[config.mk]
export PLATFORM = sky130hd
export DESIGN_NAME = ctpsc_top
export DESIGN_NICKNAME = d
export VERILOG_FILES = /design/src/pkg/ctpsc_pkg.sv /design/src/hdl/ctpsc_top.sv
export SDC_FILE = /design/constraint.sdc
export NUM_CORES = 1
export LEC_CHECK = 0
export BUFFER_PORTS_ARGS = -buffer_cell sky130_fd_sc_hd__buf_2
export CAP_MARGIN = 20
export CORE_MARGIN = 1
export CORE_UTILIZATION = 55
export DETAILED_ROUTE_END_ITERATION = 12
export GPL_TIMING_DRIVEN = 0
export PLACE_DENSITY = 0.92
export RECOVER_POWER = 50
export SLEW_MARGIN = 0
export SYNTH_ARGS = -nofsm -noshare
export SYNTH_HDL_FRONTEND = slang
export SYNTH_SLANG_ARGS = --single-unit
[constraint.sdc]
create_clock -name clock -period 7.4 [get_ports clock]
set_input_delay 0.74 -clock clock [delete_from_list [all_inputs] [get_ports clock]]
set_output_delay 0.74 -clock clock [all_outputs]
set_load 0.005 [all_outputs]
[src/pkg/ctpsc_pkg.sv]
// constants for the clock trim, system prescaler and sleep controller
//
// ===========================================================================
// Overview of operation
// RL1: at reset the trim register takes the factory calibration value
// RL2: software may rewrite the trim register at any time, retuning the oscillator
// RL3: trim bit 7 picks low or high range; ranges overlap
// RL4: trim bits 6..0 tune upward monotonically inside the chosen range
// RL5: software must keep the trim at or below 8.8MHz during memory writes
// RL6: change-enable sets only on a write of exactly 0x80
// RL7: change-enable clears four cycles after setting or on a select write
// RL8: rewriting 0x80 while enabled neither restarts nor clears the window
// RL9: select codes 0..8 divide the master clock by 1..256; others reserved
// RL10: select resets to 0000, or 0011 when the divide-by-eight fuse is set
// RL11: any select value is accepted; the divided clock drives core and peripherals
// RL12: software must pick a division keeping the system clock within limits
// RL13: sleep is entered only with sleep enable set and a sleep instruction
// RL14: a 3-bit mode field picks one of six sleep modes
// RL15: each mode stops core and flash clocks and keeps its own clock set
// RL16: asynchronous clock and timer oscillator survive only in async timer mode; the code keeps the asy clock on in idle regardless
// RL17: each mode has its own wake sources; outside idle externals wake on level
// RL18: brown-out disable applies in power-down, power-save and both standbys only; the code judges the entry cycle by the mode of the previous sleep
// RL19: interrupt wakes core, halts four cycles past start-up, then runs handler
// RL20: waking leaves register file and memory contents untouched
// RL21: reset during sleep wakes the core to the reset vector
// RL22: standby is meant only for a crystal or resonator clock source
// RL23: software writes 0x80 then the code within four cycles, interrupts off
// RL24: divider changes are glitch-free, landing between T1+T2 and T1+2*T2; the code lands them between T2 and T1+T2
// RL25: mode codes 000,001,010,011,110,111 map to the six modes
// ===========================================================================
package ctpsc_pkg;

    // ===================================================================
    // register map: printed offsets are indices, byte address is index*4
    localparam logic [7:0] CTPSC_IDX_DIV_CTRL = 8'h61;
    localparam logic [7:0] CTPSC_IDX_OSC_TRIM = 8'h66;
    localparam logic [7:0] CTPSC_IDX_SLEEP_CTRL = 8'h53;
    localparam logic [7:0] CTPSC_IDX_STATUS = 8'h54;

    // ===================================================================
    // field layout and reset values
    localparam int CTPSC_DCE_BIT = 7;
    localparam logic [7:0] CTPSC_DCE_UNLOCK = 8'h80;
    localparam logic [3:0] CTPSC_SEL_RST_PLAIN = 4'h0;
    localparam logic [3:0] CTPSC_SEL_RST_DIV8 = 4'h3;
    localparam logic [3:0] CTPSC_SEL_MAX = 4'h8;
    localparam logic [7:0] CTPSC_TRIM_RST = 8'h00;
    localparam logic [1:0] CTPSC_DCE_WINDOW = 2'h3;
    localparam logic [2:0] CTPSC_HALT_CYCLES = 3'h4;
    localparam int CTPSC_STARTUP_DEFAULT = 6;

    // ===================================================================
    // sleep mode codes
    localparam logic [2:0] CTPSC_SM_IDLE = 3'h0;
    localparam logic [2:0] CTPSC_SM_NOISE = 3'h1;
    localparam logic [2:0] CTPSC_SM_PDOWN = 3'h2;
    localparam logic [2:0] CTPSC_SM_PSAVE = 3'h3;
    localparam logic [2:0] CTPSC_SM_STBY = 3'h6;
    localparam logic [2:0] CTPSC_SM_XSTBY = 3'h7;

    // clock enable vector order: cpu, flash, io, adc, asy, main, tosc
    localparam int CTPSC_NCLK = 7;

    // wake source order: ext level, ext edge, pin change, two-wire, timer,
    // memory ready, converter, watchdog, other io
    localparam int CTPSC_NWAKE = 9;

    typedef enum logic [3:0] {
        CTPSC_ACTIVE = 4'b0001,
        CTPSC_SLEEP = 4'b0010,
        CTPSC_START = 4'b0100,
        CTPSC_HALT = 4'b1000
    } ctpsc_state_e;

endpackage : ctpsc_pkg

[src/hdl/ctpsc_top.sv]
// clock trim, glitch-free system prescaler and sleep mode controller
//
// Implementation choice: the AHB-Lite register port.
`timescale 1ns/1ns
`default_nettype none

module ctpsc_top #(
    parameter int STARTUP_CYCLES = ctpsc_pkg::CTPSC_STARTUP_DEFAULT
) (
    input wire logic clock,
    input wire logic rstn,
    // ahb-lite slave
    input wire logic hsel,
    input wire logic [31:0] haddr,
    input wire logic [1:0] htrans,
    input wire logic hwrite,
    input wire logic [2:0] hsize,
    input wire logic [31:0] hwdata,
    input wire logic hready,
    output logic hreadyout,
    output logic hresp,
    output logic [31:0] hrdata,
    // factory values, sampled once after reset release
    input wire logic [7:0] factory_trim,
    input wire logic div_by_eight_fuse,
    // core side
    input wire logic sleep_instr,
    input wire logic async_timer_async_mode,
    input wire logic bod_sleep_disable,
    input wire logic [ctpsc_pkg::CTPSC_NWAKE-1:0] wake_src,
    // oscillator trim
    output logic trim_range_select,
    output logic [6:0] trim_value_bits,
    // divided system clock and gating
    output logic sys_clk_tick,
    output logic [3:0] active_divider,
    output logic [ctpsc_pkg::CTPSC_NCLK-1:0] clk_enables,
    output logic brownout_detector_on,
    output logic core_halted,
    output logic wake_irq_go
);
    import ctpsc_pkg::*;

    // ===================================================================
    // elaboration check
    if (STARTUP_CYCLES < 1 || STARTUP_CYCLES > 65535) begin : g_chk
        $error("STARTUP_CYCLES must be 1..65535");
    end

    localparam logic [15:0] START_LAST = 16'(STARTUP_CYCLES - 1);

    // ===================================================================
    // helper functions

    // mask of low bits that count one divided period
    function automatic logic [7:0] div_mask(input logic [3:0] sel);
        logic [8:0] one_hot;
        one_hot = 9'h001 << sel;
        return 8'(one_hot - 9'h001);
    endfunction : div_mask

    // reserved codes hold the slowest legal divider
    function automatic logic [3:0] sel_clamp(input logic [3:0] sel);
        return (sel > CTPSC_SEL_MAX) ? CTPSC_SEL_MAX : sel;
    endfunction : sel_clamp

    // legal mode codes; 100 and 101 are not modes; see RL25
    function automatic logic mode_legal(input logic [2:0] m);
        return (m != 3'h4) && (m != 3'h5);
    endfunction : mode_legal

    // clocks kept running while asleep in mode m
    function automatic logic [CTPSC_NCLK-1:0] sleep_clks(
        input logic [2:0] m, input logic am);
        logic [CTPSC_NCLK-1:0] v;
        v = '0;
        // order: cpu, flash, io, adc, asy, main, tosc (msb first)
        unique case (m)
            CTPSC_SM_IDLE: v = {2'b00, 1'b1, 1'b1, 1'b1, 1'b1, am};
            CTPSC_SM_NOISE: v = {2'b00, 1'b0, 1'b1, am, 1'b1, am};
            CTPSC_SM_PDOWN: v = {2'b00, 5'b00000};
            CTPSC_SM_PSAVE: v = {2'b00, 1'b0, 1'b0, am, 1'b0, am};
            CTPSC_SM_STBY: v = {2'b00, 1'b0, 1'b0, 1'b0, 1'b1, 1'b0};
            CTPSC_SM_XSTBY: v = {2'b00, 1'b0, 1'b0, am, 1'b1, am};
            default: v = '0;
        endcase
        return v;
    endfunction : sleep_clks

    // wake sources honoured in mode m
    function automatic logic [CTPSC_NWAKE-1:0] wake_mask(
        input logic [2:0] m, input logic am);
        logic [CTPSC_NWAKE-1:0] w;
        w = '0;
        // order: level, edge, pin_change_irq, twi, tmr, spm, adc, wdt, other (msb first)
        unique case (m)
            CTPSC_SM_IDLE: w = 9'h1ff;
            CTPSC_SM_NOISE: w = {1'b1, 1'b0, 1'b1, 1'b1, am, 4'b1110};
            CTPSC_SM_PDOWN: w = {1'b1, 1'b0, 1'b1, 1'b1, 1'b0, 4'b0010};
            CTPSC_SM_PSAVE: w = {1'b1, 1'b0, 1'b1, 1'b1, 1'b1, 4'b0010};
            CTPSC_SM_STBY: w = {1'b1, 1'b0, 1'b1, 1'b1, 1'b0, 4'b0010};
            CTPSC_SM_XSTBY: w = {1'b1, 1'b0, 1'b1, 1'b1, 1'b1, 4'b0010};
            default: w = '0;
        endcase
        return w;
    endfunction : wake_mask

    // modes in which software may switch the brown-out detector off
    function automatic logic bod_may_stop(input logic [2:0] m);
        return (m == CTPSC_SM_PDOWN) || (m == CTPSC_SM_PSAVE) ||
               (m == CTPSC_SM_STBY) || (m == CTPSC_SM_XSTBY);
    endfunction : bod_may_stop

    // ===================================================================
    // state
    logic loaded_reg;
    logic [7:0] trim_reg, trim_next;
    logic [3:0] sel_reg, sel_next;
    logic dce_reg, dce_next;
    logic [1:0] dce_cnt_reg, dce_cnt_next;
    logic [3:0] act_sel_reg;
    logic [7:0] div_cnt_reg;
    logic tick_reg;
    logic sleep_en_reg;
    logic [2:0] mode_reg;
    ctpsc_state_e state_reg, state_next;
    logic [15:0] wait_reg, wait_next;
    logic [2:0] mode_asleep_reg;
    logic [CTPSC_NCLK-1:0] clk_en_reg, clk_en_next;
    logic bod_on_reg;
    logic go_reg;

    // ===================================================================
    // ahb-lite slave: zero wait state, always OKAY
    logic dp_valid_reg;
    logic dp_write_reg;
    logic [7:0] dp_idx_reg;
    wire addr_take = hsel && hready && htrans[1];
    wire [7:0] addr_idx = haddr[9:2];
    wire wr_fire = dp_valid_reg && dp_write_reg;
    wire [7:0] wbyte = hwdata[7:0];
    wire wr_div = wr_fire && (dp_idx_reg == CTPSC_IDX_DIV_CTRL);
    wire wr_trim = wr_fire && (dp_idx_reg == CTPSC_IDX_OSC_TRIM);
    wire wr_sleep = wr_fire && (dp_idx_reg == CTPSC_IDX_SLEEP_CTRL);
    wire hit_high = (haddr[31:10] == 22'h000000);

    // address phase is captured only when the bus moves on
    always_ff @(posedge clock or negedge rstn) begin
        if (!rstn) begin
            dp_valid_reg <= 1'b0;
            dp_write_reg <= 1'b0;
            dp_idx_reg <= 8'h00;
        end else if (hready) begin
            dp_valid_reg <= addr_take && hit_high;
            dp_write_reg <= hwrite;
            dp_idx_reg <= addr_idx;
        end
    end

    // read mux during the data phase; unmapped words read as zero
    wire [7:0] rd_div = {dce_reg, 3'b000, sel_reg};
    wire [7:0] rd_sleep = {4'h0, mode_reg, sleep_en_reg};
    wire [7:0] rd_stat = {act_sel_reg, 1'b0, bod_on_reg, core_halted,
                          (state_reg != CTPSC_ACTIVE)};
    wire [7:0] rd_byte =
        (dp_idx_reg == CTPSC_IDX_DIV_CTRL) ? rd_div :
        (dp_idx_reg == CTPSC_IDX_OSC_TRIM) ? trim_reg :
        (dp_idx_reg == CTPSC_IDX_SLEEP_CTRL) ? rd_sleep :
        (dp_idx_reg == CTPSC_IDX_STATUS) ? rd_stat : 8'h00;
    assign hrdata = (dp_valid_reg && !dp_write_reg) ? {24'h000000, rd_byte}
                                                     : 32'h00000000;
    assign hreadyout = 1'b1;
    assign hresp = 1'b0;

    // ===================================================================
    // oscillator trim
    // the factory byte is caught on the first edge after release, since an
    // asynchronous reset may only load a constant
    always_comb begin
        trim_next = trim_reg;
        if (!loaded_reg) begin
            trim_next = factory_trim; // see RL1
        end else if (wr_trim) begin
            trim_next = wbyte; // see RL2
        end
    end

    // range bit and fine bits go straight to the oscillator
    assign trim_range_select = trim_reg[7]; // see RL3
    assign trim_value_bits = trim_reg[6:0]; // see RL4

    // ===================================================================
    // timed prescaler unlock and divider select
    wire unlock_wr = wr_div && (wbyte == CTPSC_DCE_UNLOCK);
    wire sel_wr = wr_div && !wbyte[CTPSC_DCE_BIT];

    always_comb begin
        sel_next = sel_reg;
        dce_next = dce_reg;
        dce_cnt_next = dce_cnt_reg;
        if (!loaded_reg) begin
            sel_next = div_by_eight_fuse ? CTPSC_SEL_RST_DIV8
                                         : CTPSC_SEL_RST_PLAIN; // see RL10
        end else if (dce_reg) begin
            if (sel_wr) begin
                // any code is stored, fuse or not; see RL11
                sel_next = wbyte[3:0];
                dce_next = 1'b0; // see RL7
            end else if (dce_cnt_reg == CTPSC_DCE_WINDOW) begin
                dce_next = 1'b0; // see RL7
            end else begin
                // a repeated 0x80 leaves the window running; see RL8
                dce_cnt_next = 2'(dce_cnt_reg + 2'h1);
            end
        end else if (unlock_wr) begin
            dce_next = 1'b1; // see RL6
            dce_cnt_next = 2'h0;
        end
    end

    // ===================================================================
    // divider: a new code is applied only at the end of a whole old
    // period, so no short pulse is ever produced and the first new period
    // ends between T2 and T1+T2 after the write
    wire [7:0] cur_mask = div_mask(act_sel_reg);
    wire period_end = (div_cnt_reg == cur_mask); // see RL9

    always_ff @(posedge clock or negedge rstn) begin
        if (!rstn) begin
            div_cnt_reg <= 8'h00;
            act_sel_reg <= CTPSC_SEL_RST_PLAIN;
            tick_reg <= 1'b0;
        end else begin
            div_cnt_reg <= period_end ? 8'h00 : 8'(div_cnt_reg + 8'h01);
            if (period_end) begin
                act_sel_reg <= sel_clamp(sel_reg); // see RL24
            end
            tick_reg <= period_end; // see RL11
        end
    end

    // ===================================================================
    // sleep control register written by software
    always_ff @(posedge clock or negedge rstn) begin
        if (!rstn) begin
            sleep_en_reg <= 1'b0;
            mode_reg <= CTPSC_SM_IDLE;
        end else if (wr_sleep) begin
            sleep_en_reg <= wbyte[0];
            mode_reg <= wbyte[3:1]; // see RL14
        end
    end

    // ===================================================================
    // sleep sequencer
    wire enter_sleep = sleep_instr && sleep_en_reg &&
                       mode_legal(mode_reg); // see RL13
    wire [CTPSC_NWAKE-1:0] wmask =
        wake_mask(mode_asleep_reg, async_timer_async_mode);
    wire wake_hit = |(wake_src & wmask); // see RL17
    wire [CTPSC_NCLK-1:0] keep_clks =
        sleep_clks(mode_asleep_reg, async_timer_async_mode);

    always_comb begin
        state_next = state_reg;
        wait_next = wait_reg;
        clk_en_next = clk_en_reg;
        unique case (state_reg)
            CTPSC_ACTIVE: begin
                clk_en_next = {6'h3f, async_timer_async_mode};
                if (enter_sleep) begin
                    state_next = CTPSC_SLEEP;
                    clk_en_next = sleep_clks(mode_reg,
                                             async_timer_async_mode);
                end
            end
            CTPSC_SLEEP: begin
                // core and flash clocks stay off; see RL15 RL16
                clk_en_next = keep_clks;
                if (wake_hit) begin
                    state_next = CTPSC_START;
                    wait_next = 16'h0000;
                end
            end
            CTPSC_START: begin
                // oscillator restarts, core still frozen, state kept; see RL20
                clk_en_next = keep_clks | 7'b0000010;
                if (wait_reg == START_LAST) begin
                    state_next = CTPSC_HALT;
                    wait_next = 16'h0000;
                end else begin
                    wait_next = 16'(wait_reg + 16'h0001);
                end
            end
            CTPSC_HALT: begin
                clk_en_next = {2'b00, 4'hf, async_timer_async_mode};
                if (wait_reg == 16'(CTPSC_HALT_CYCLES - 3'h1)) begin
                    state_next = CTPSC_ACTIVE; // see RL19
                end else begin
                    wait_next = 16'(wait_reg + 16'h0001);
                end
            end
        endcase
    end

    // reset from any state lands in active with all clocks but tosc on; see RL21
    always_ff @(posedge clock or negedge rstn) begin
        if (!rstn) begin
            state_reg <= CTPSC_ACTIVE;
            wait_reg <= 16'h0000;
            clk_en_reg <= 7'h7e;
            mode_asleep_reg <= CTPSC_SM_IDLE;
            go_reg <= 1'b0;
        end else begin
            state_reg <= state_next;
            wait_reg <= wait_next;
            clk_en_reg <= clk_en_next;
            if (state_reg == CTPSC_ACTIVE && enter_sleep) begin
                mode_asleep_reg <= mode_reg;
            end
            go_reg <= (state_reg == CTPSC_HALT) &&
                      (state_next == CTPSC_ACTIVE); // see RL19
        end
    end

    // after the entry cycle, the detector stays on in idle and noise reduction whatever software asks
    always_ff @(posedge clock or negedge rstn) begin
        if (!rstn) begin
            bod_on_reg <= 1'b1;
        end else begin
            bod_on_reg <= !((state_next == CTPSC_SLEEP) &&
                            bod_sleep_disable &&
                            bod_may_stop(mode_asleep_reg)); // see RL18
        end
    end

    // ===================================================================
    // remaining control state
    always_ff @(posedge clock or negedge rstn) begin
        if (!rstn) begin
            loaded_reg <= 1'b0;
            trim_reg <= CTPSC_TRIM_RST;
            sel_reg <= CTPSC_SEL_RST_PLAIN;
            dce_reg <= 1'b0;
            dce_cnt_reg <= 2'h0;
        end else begin
            loaded_reg <= 1'b1;
            trim_reg <= trim_next;
            sel_reg <= sel_next;
            dce_reg <= dce_next;
            dce_cnt_reg <= dce_cnt_next;
        end
    end

    // ===================================================================
    // outputs
    assign sys_clk_tick = tick_reg && clk_en_reg[6];
    assign active_divider = act_sel_reg;
    assign clk_enables = clk_en_reg;
    assign brownout_detector_on = bod_on_reg;
    assign core_halted = (state_reg != CTPSC_ACTIVE);
    assign wake_irq_go = go_reg;

endmodule : ctpsc_top

`default_nettype wire

==> reports/qor.txt <==
Total wire length - 11100 um
Antenna Cells - 0
Worst EP arrival - 3.45 ns
Largest net degree at the start of global routing - 75
Multiplexer share of the synthesized area - 7.91%
Max-Cap Viols - 1
Die height - 92.1 um
Crit. Startpoint - rstn
Worst hold path type - flop to flop
CORE AREA - 7770 sq um
Clk buf depth - 2
Post-CTS sizing - 0
VDD IR max - 0.179 mV
Failing checks - capacitance limit, slew limit
Simple-gate share of the synthesized area - 21.4%
Initial antenna violation count - 0
Initial Util - 57.4%
Warnings from Yosys - 0
Clock slew at reported path FFs - 0.08 ns
Total setup buffers inserted after CTS - 0
Synthesis-to-layout area growth - 20.5%
First drt pass iteration count - 5
Via density - 5.83
Yosys cell types - 64
CTS tree - done
Syn_area_per_cell - 9.37 sq um
CP Class - input port to async pin
Setup TNS - 0 ns
Post-synth EDFFs - 0
Fmax achieved - 258 MHz
Critical Path End - div_cnt_reg[5]
Rel. slew slack - -158%
R2R Path Start - active_divider[1]
Top cells by area, synth - dfrtp_1 (38%), buf_4 (4.7%), mux2_2 (4.3%)
Area after DPL - 5160 sq um
Final routed DRC violation total - 0
Final setup vio count - 0
R2R cell count - 11
CP required - 6.97 ns
Delay-heaviest family, CP - buffers and inverters
Clk_skew - 0.0128 ns
Clock Sink Count - 74
Gpl congestion - 0.924
Rows - 32
Synth top area share - 37.6%
Cell Chain, Critical Path - clkbuf_1
Pwr Density - 289 nW/um^2
Leak Pwr - 2.51 nW
Vias in the first global route - 3902
Final-report hold violation count - 0
Count leader, synth - dfrtp_1
Hold Path Origin - dp_idx_reg[4]
Port Buffers - 95
Max incr delay on CP - 2.67 ns
Unrepaired setup endpoints after global routing - false
Buf/Inv on CP - 1
CP max FO - 74
Global route overflow - 0
Largest family of logic cells by synthesized area - simple AND/OR/NAND/NOR gates
DRT antenna net count - 0
Clock Latency Late Sink - 0.36 ns
Fraction of layout cells with a size suffix above 1 - 29.7%
Area leader, netlist - dfrtp_1
Asr flop ratio synth - 100%
# H-tree levels - 3
WL per Instance - 15.6 um
Status - finished, violations left
Sequential fraction of the synthesis area - 41.7%
Final Slew Violations - 75
Reg2reg setup slack - 4.53 ns
Gr usage total - 26.3%
Slowest CP cell - clkbuf_1
Fin crit share - 52.4%
Ys flop type - dfrtp_1
Final min period - 3.88 ns
DR vias - 4165
Post-Synth Adder-Cell Area - 1.40%
Cells after Synth - 476
Nets - 707
TritonCTS Buffers - 9
Critical path depth - 1
Largest register FFs - 16
Post-Synth XOR/XNOR Area - 3.53%
Synthesized area - 4460 sq um
Synth Area in Compound Gates - 15.4%
Critical path launch point type - input port
Initial drt markers - 272
FF-to-FF End - active_divider[1]
CTS root buf - clkbuf_8
Flops & latches, synth - 74
IO Pins - 152
Die area - 8480 sq um
Cell area after layout - 5380 sq um
Global-route wire length before repair - 17800 um
DP HPWL - 8300 um
Hold WS - 0.532 ns
Setup crit end kind - async pin
Hold_buf cts - 0
Slew @ Worst Pin - 3.87 ns
Top cells by count, synth - dfrtp_1 (67), nor2_1 (48), a21oi_1 (31)
Design Power - 1.56 mW
Die Width - 92.1 um
-- routing by layer --
| metal | up-vias | GRT usage [%] | wire length (um) |
|---|---|---|---|
| met1 | 1994 | 33.4 | 4510 |
| met4 | 0 | 10.8 | 305 |
| met2 | 205 | 45.1 | 5540 |
| li1 | 1931 | - | - |
| met5 | - | 0 | 0 |
| met3 | 35 | 3.73 | 760 |
-- kinds of logic after synthesis --
kind of cell             after synthesis
XOR/XNOR                              18
other                                  2
flip-flops                            74
adder cells (fa/ha/maj)                5
AO/OA/AOI/OAI                        105
multiplexers                          33
buffers and inverters                 67
AND/OR/NAND/NOR                      172
-- power breakdown --
group	leakage, nW	total (mW)	internal [mW]	switching, mW
logic	1.48	0.616	0.253	0.363
registers	0.913	0.583	0.501	0.0819
clock network	0.111	0.357	0.193	0.164
-- metrics by stage --
stage | setup WS [ns] | utilization, % | instances
2_1_floorplan | 4.80 | - | 501
3_3_place_gp | 4.65 | 66.4 | 698
3_5_place_dp | 4.58 | 66.4 | 698
4_1_cts | 4.39 | 69.3 | 714
5_1_grt | 2.71 | 69.2 | 714
6_report | 3.52 | 69.2 | 714
-- worst min path at each step --
stage	cells after the start	slack, ns	to
2_1_floorplan	0	0.44	active_divider[0]
3_3_place_gp	1	0.50	dce_cnt_reg[0]
3_5_place_dp	1	0.51	dp_idx_reg[4]
4_1_cts	1	0.53	dp_idx_reg[4]
5_1_grt	1	0.56	dp_idx_reg[6]
6_report	1	0.53	dp_idx_reg[4]
-- layout by cell type (no fill, tap or decap), types with 3 or more instances in the layout --
cell type / instances
a21o_1: 4
a21oi_1: 31
a22oi_1: 10
a31oi_1: 11
and2_1: 3
and3_1: 7
buf_2: 100
buf_4: 27
clkbuf_1: 13
clkbuf_8: 9
conb_1: 27
dfrtp_1: 67
dfstp_2: 7
ha_1: 5
inv_1: 19
inv_6: 3
mux2_2: 17
mux2i_1: 15
nand2_1: 26
nand2b_1: 7
nand3_1: 18
nand4_1: 7
nand4b_1: 3
nor2_1: 48
nor2b_1: 9
nor3_1: 14
nor4_1: 7
o211ai_1: 6
o21ai_0: 16
o22ai_1: 5
or4_1: 3
xnor2_1: 9
xor2_1: 9
-- layout make-up --
class	count	area, sq um
Fill cell	602	2390
Multi-Input combinational cell	360	2310
Sequential cell	74	1860
Timing Repair Buffer	95	473
Buffer	48	305
Tap cell	102	128
Clock buffer	9	124
Clock inverter	7	98.8
Inverter	19	71.3
Note: power is estimated with default switching activity, not from simulation.
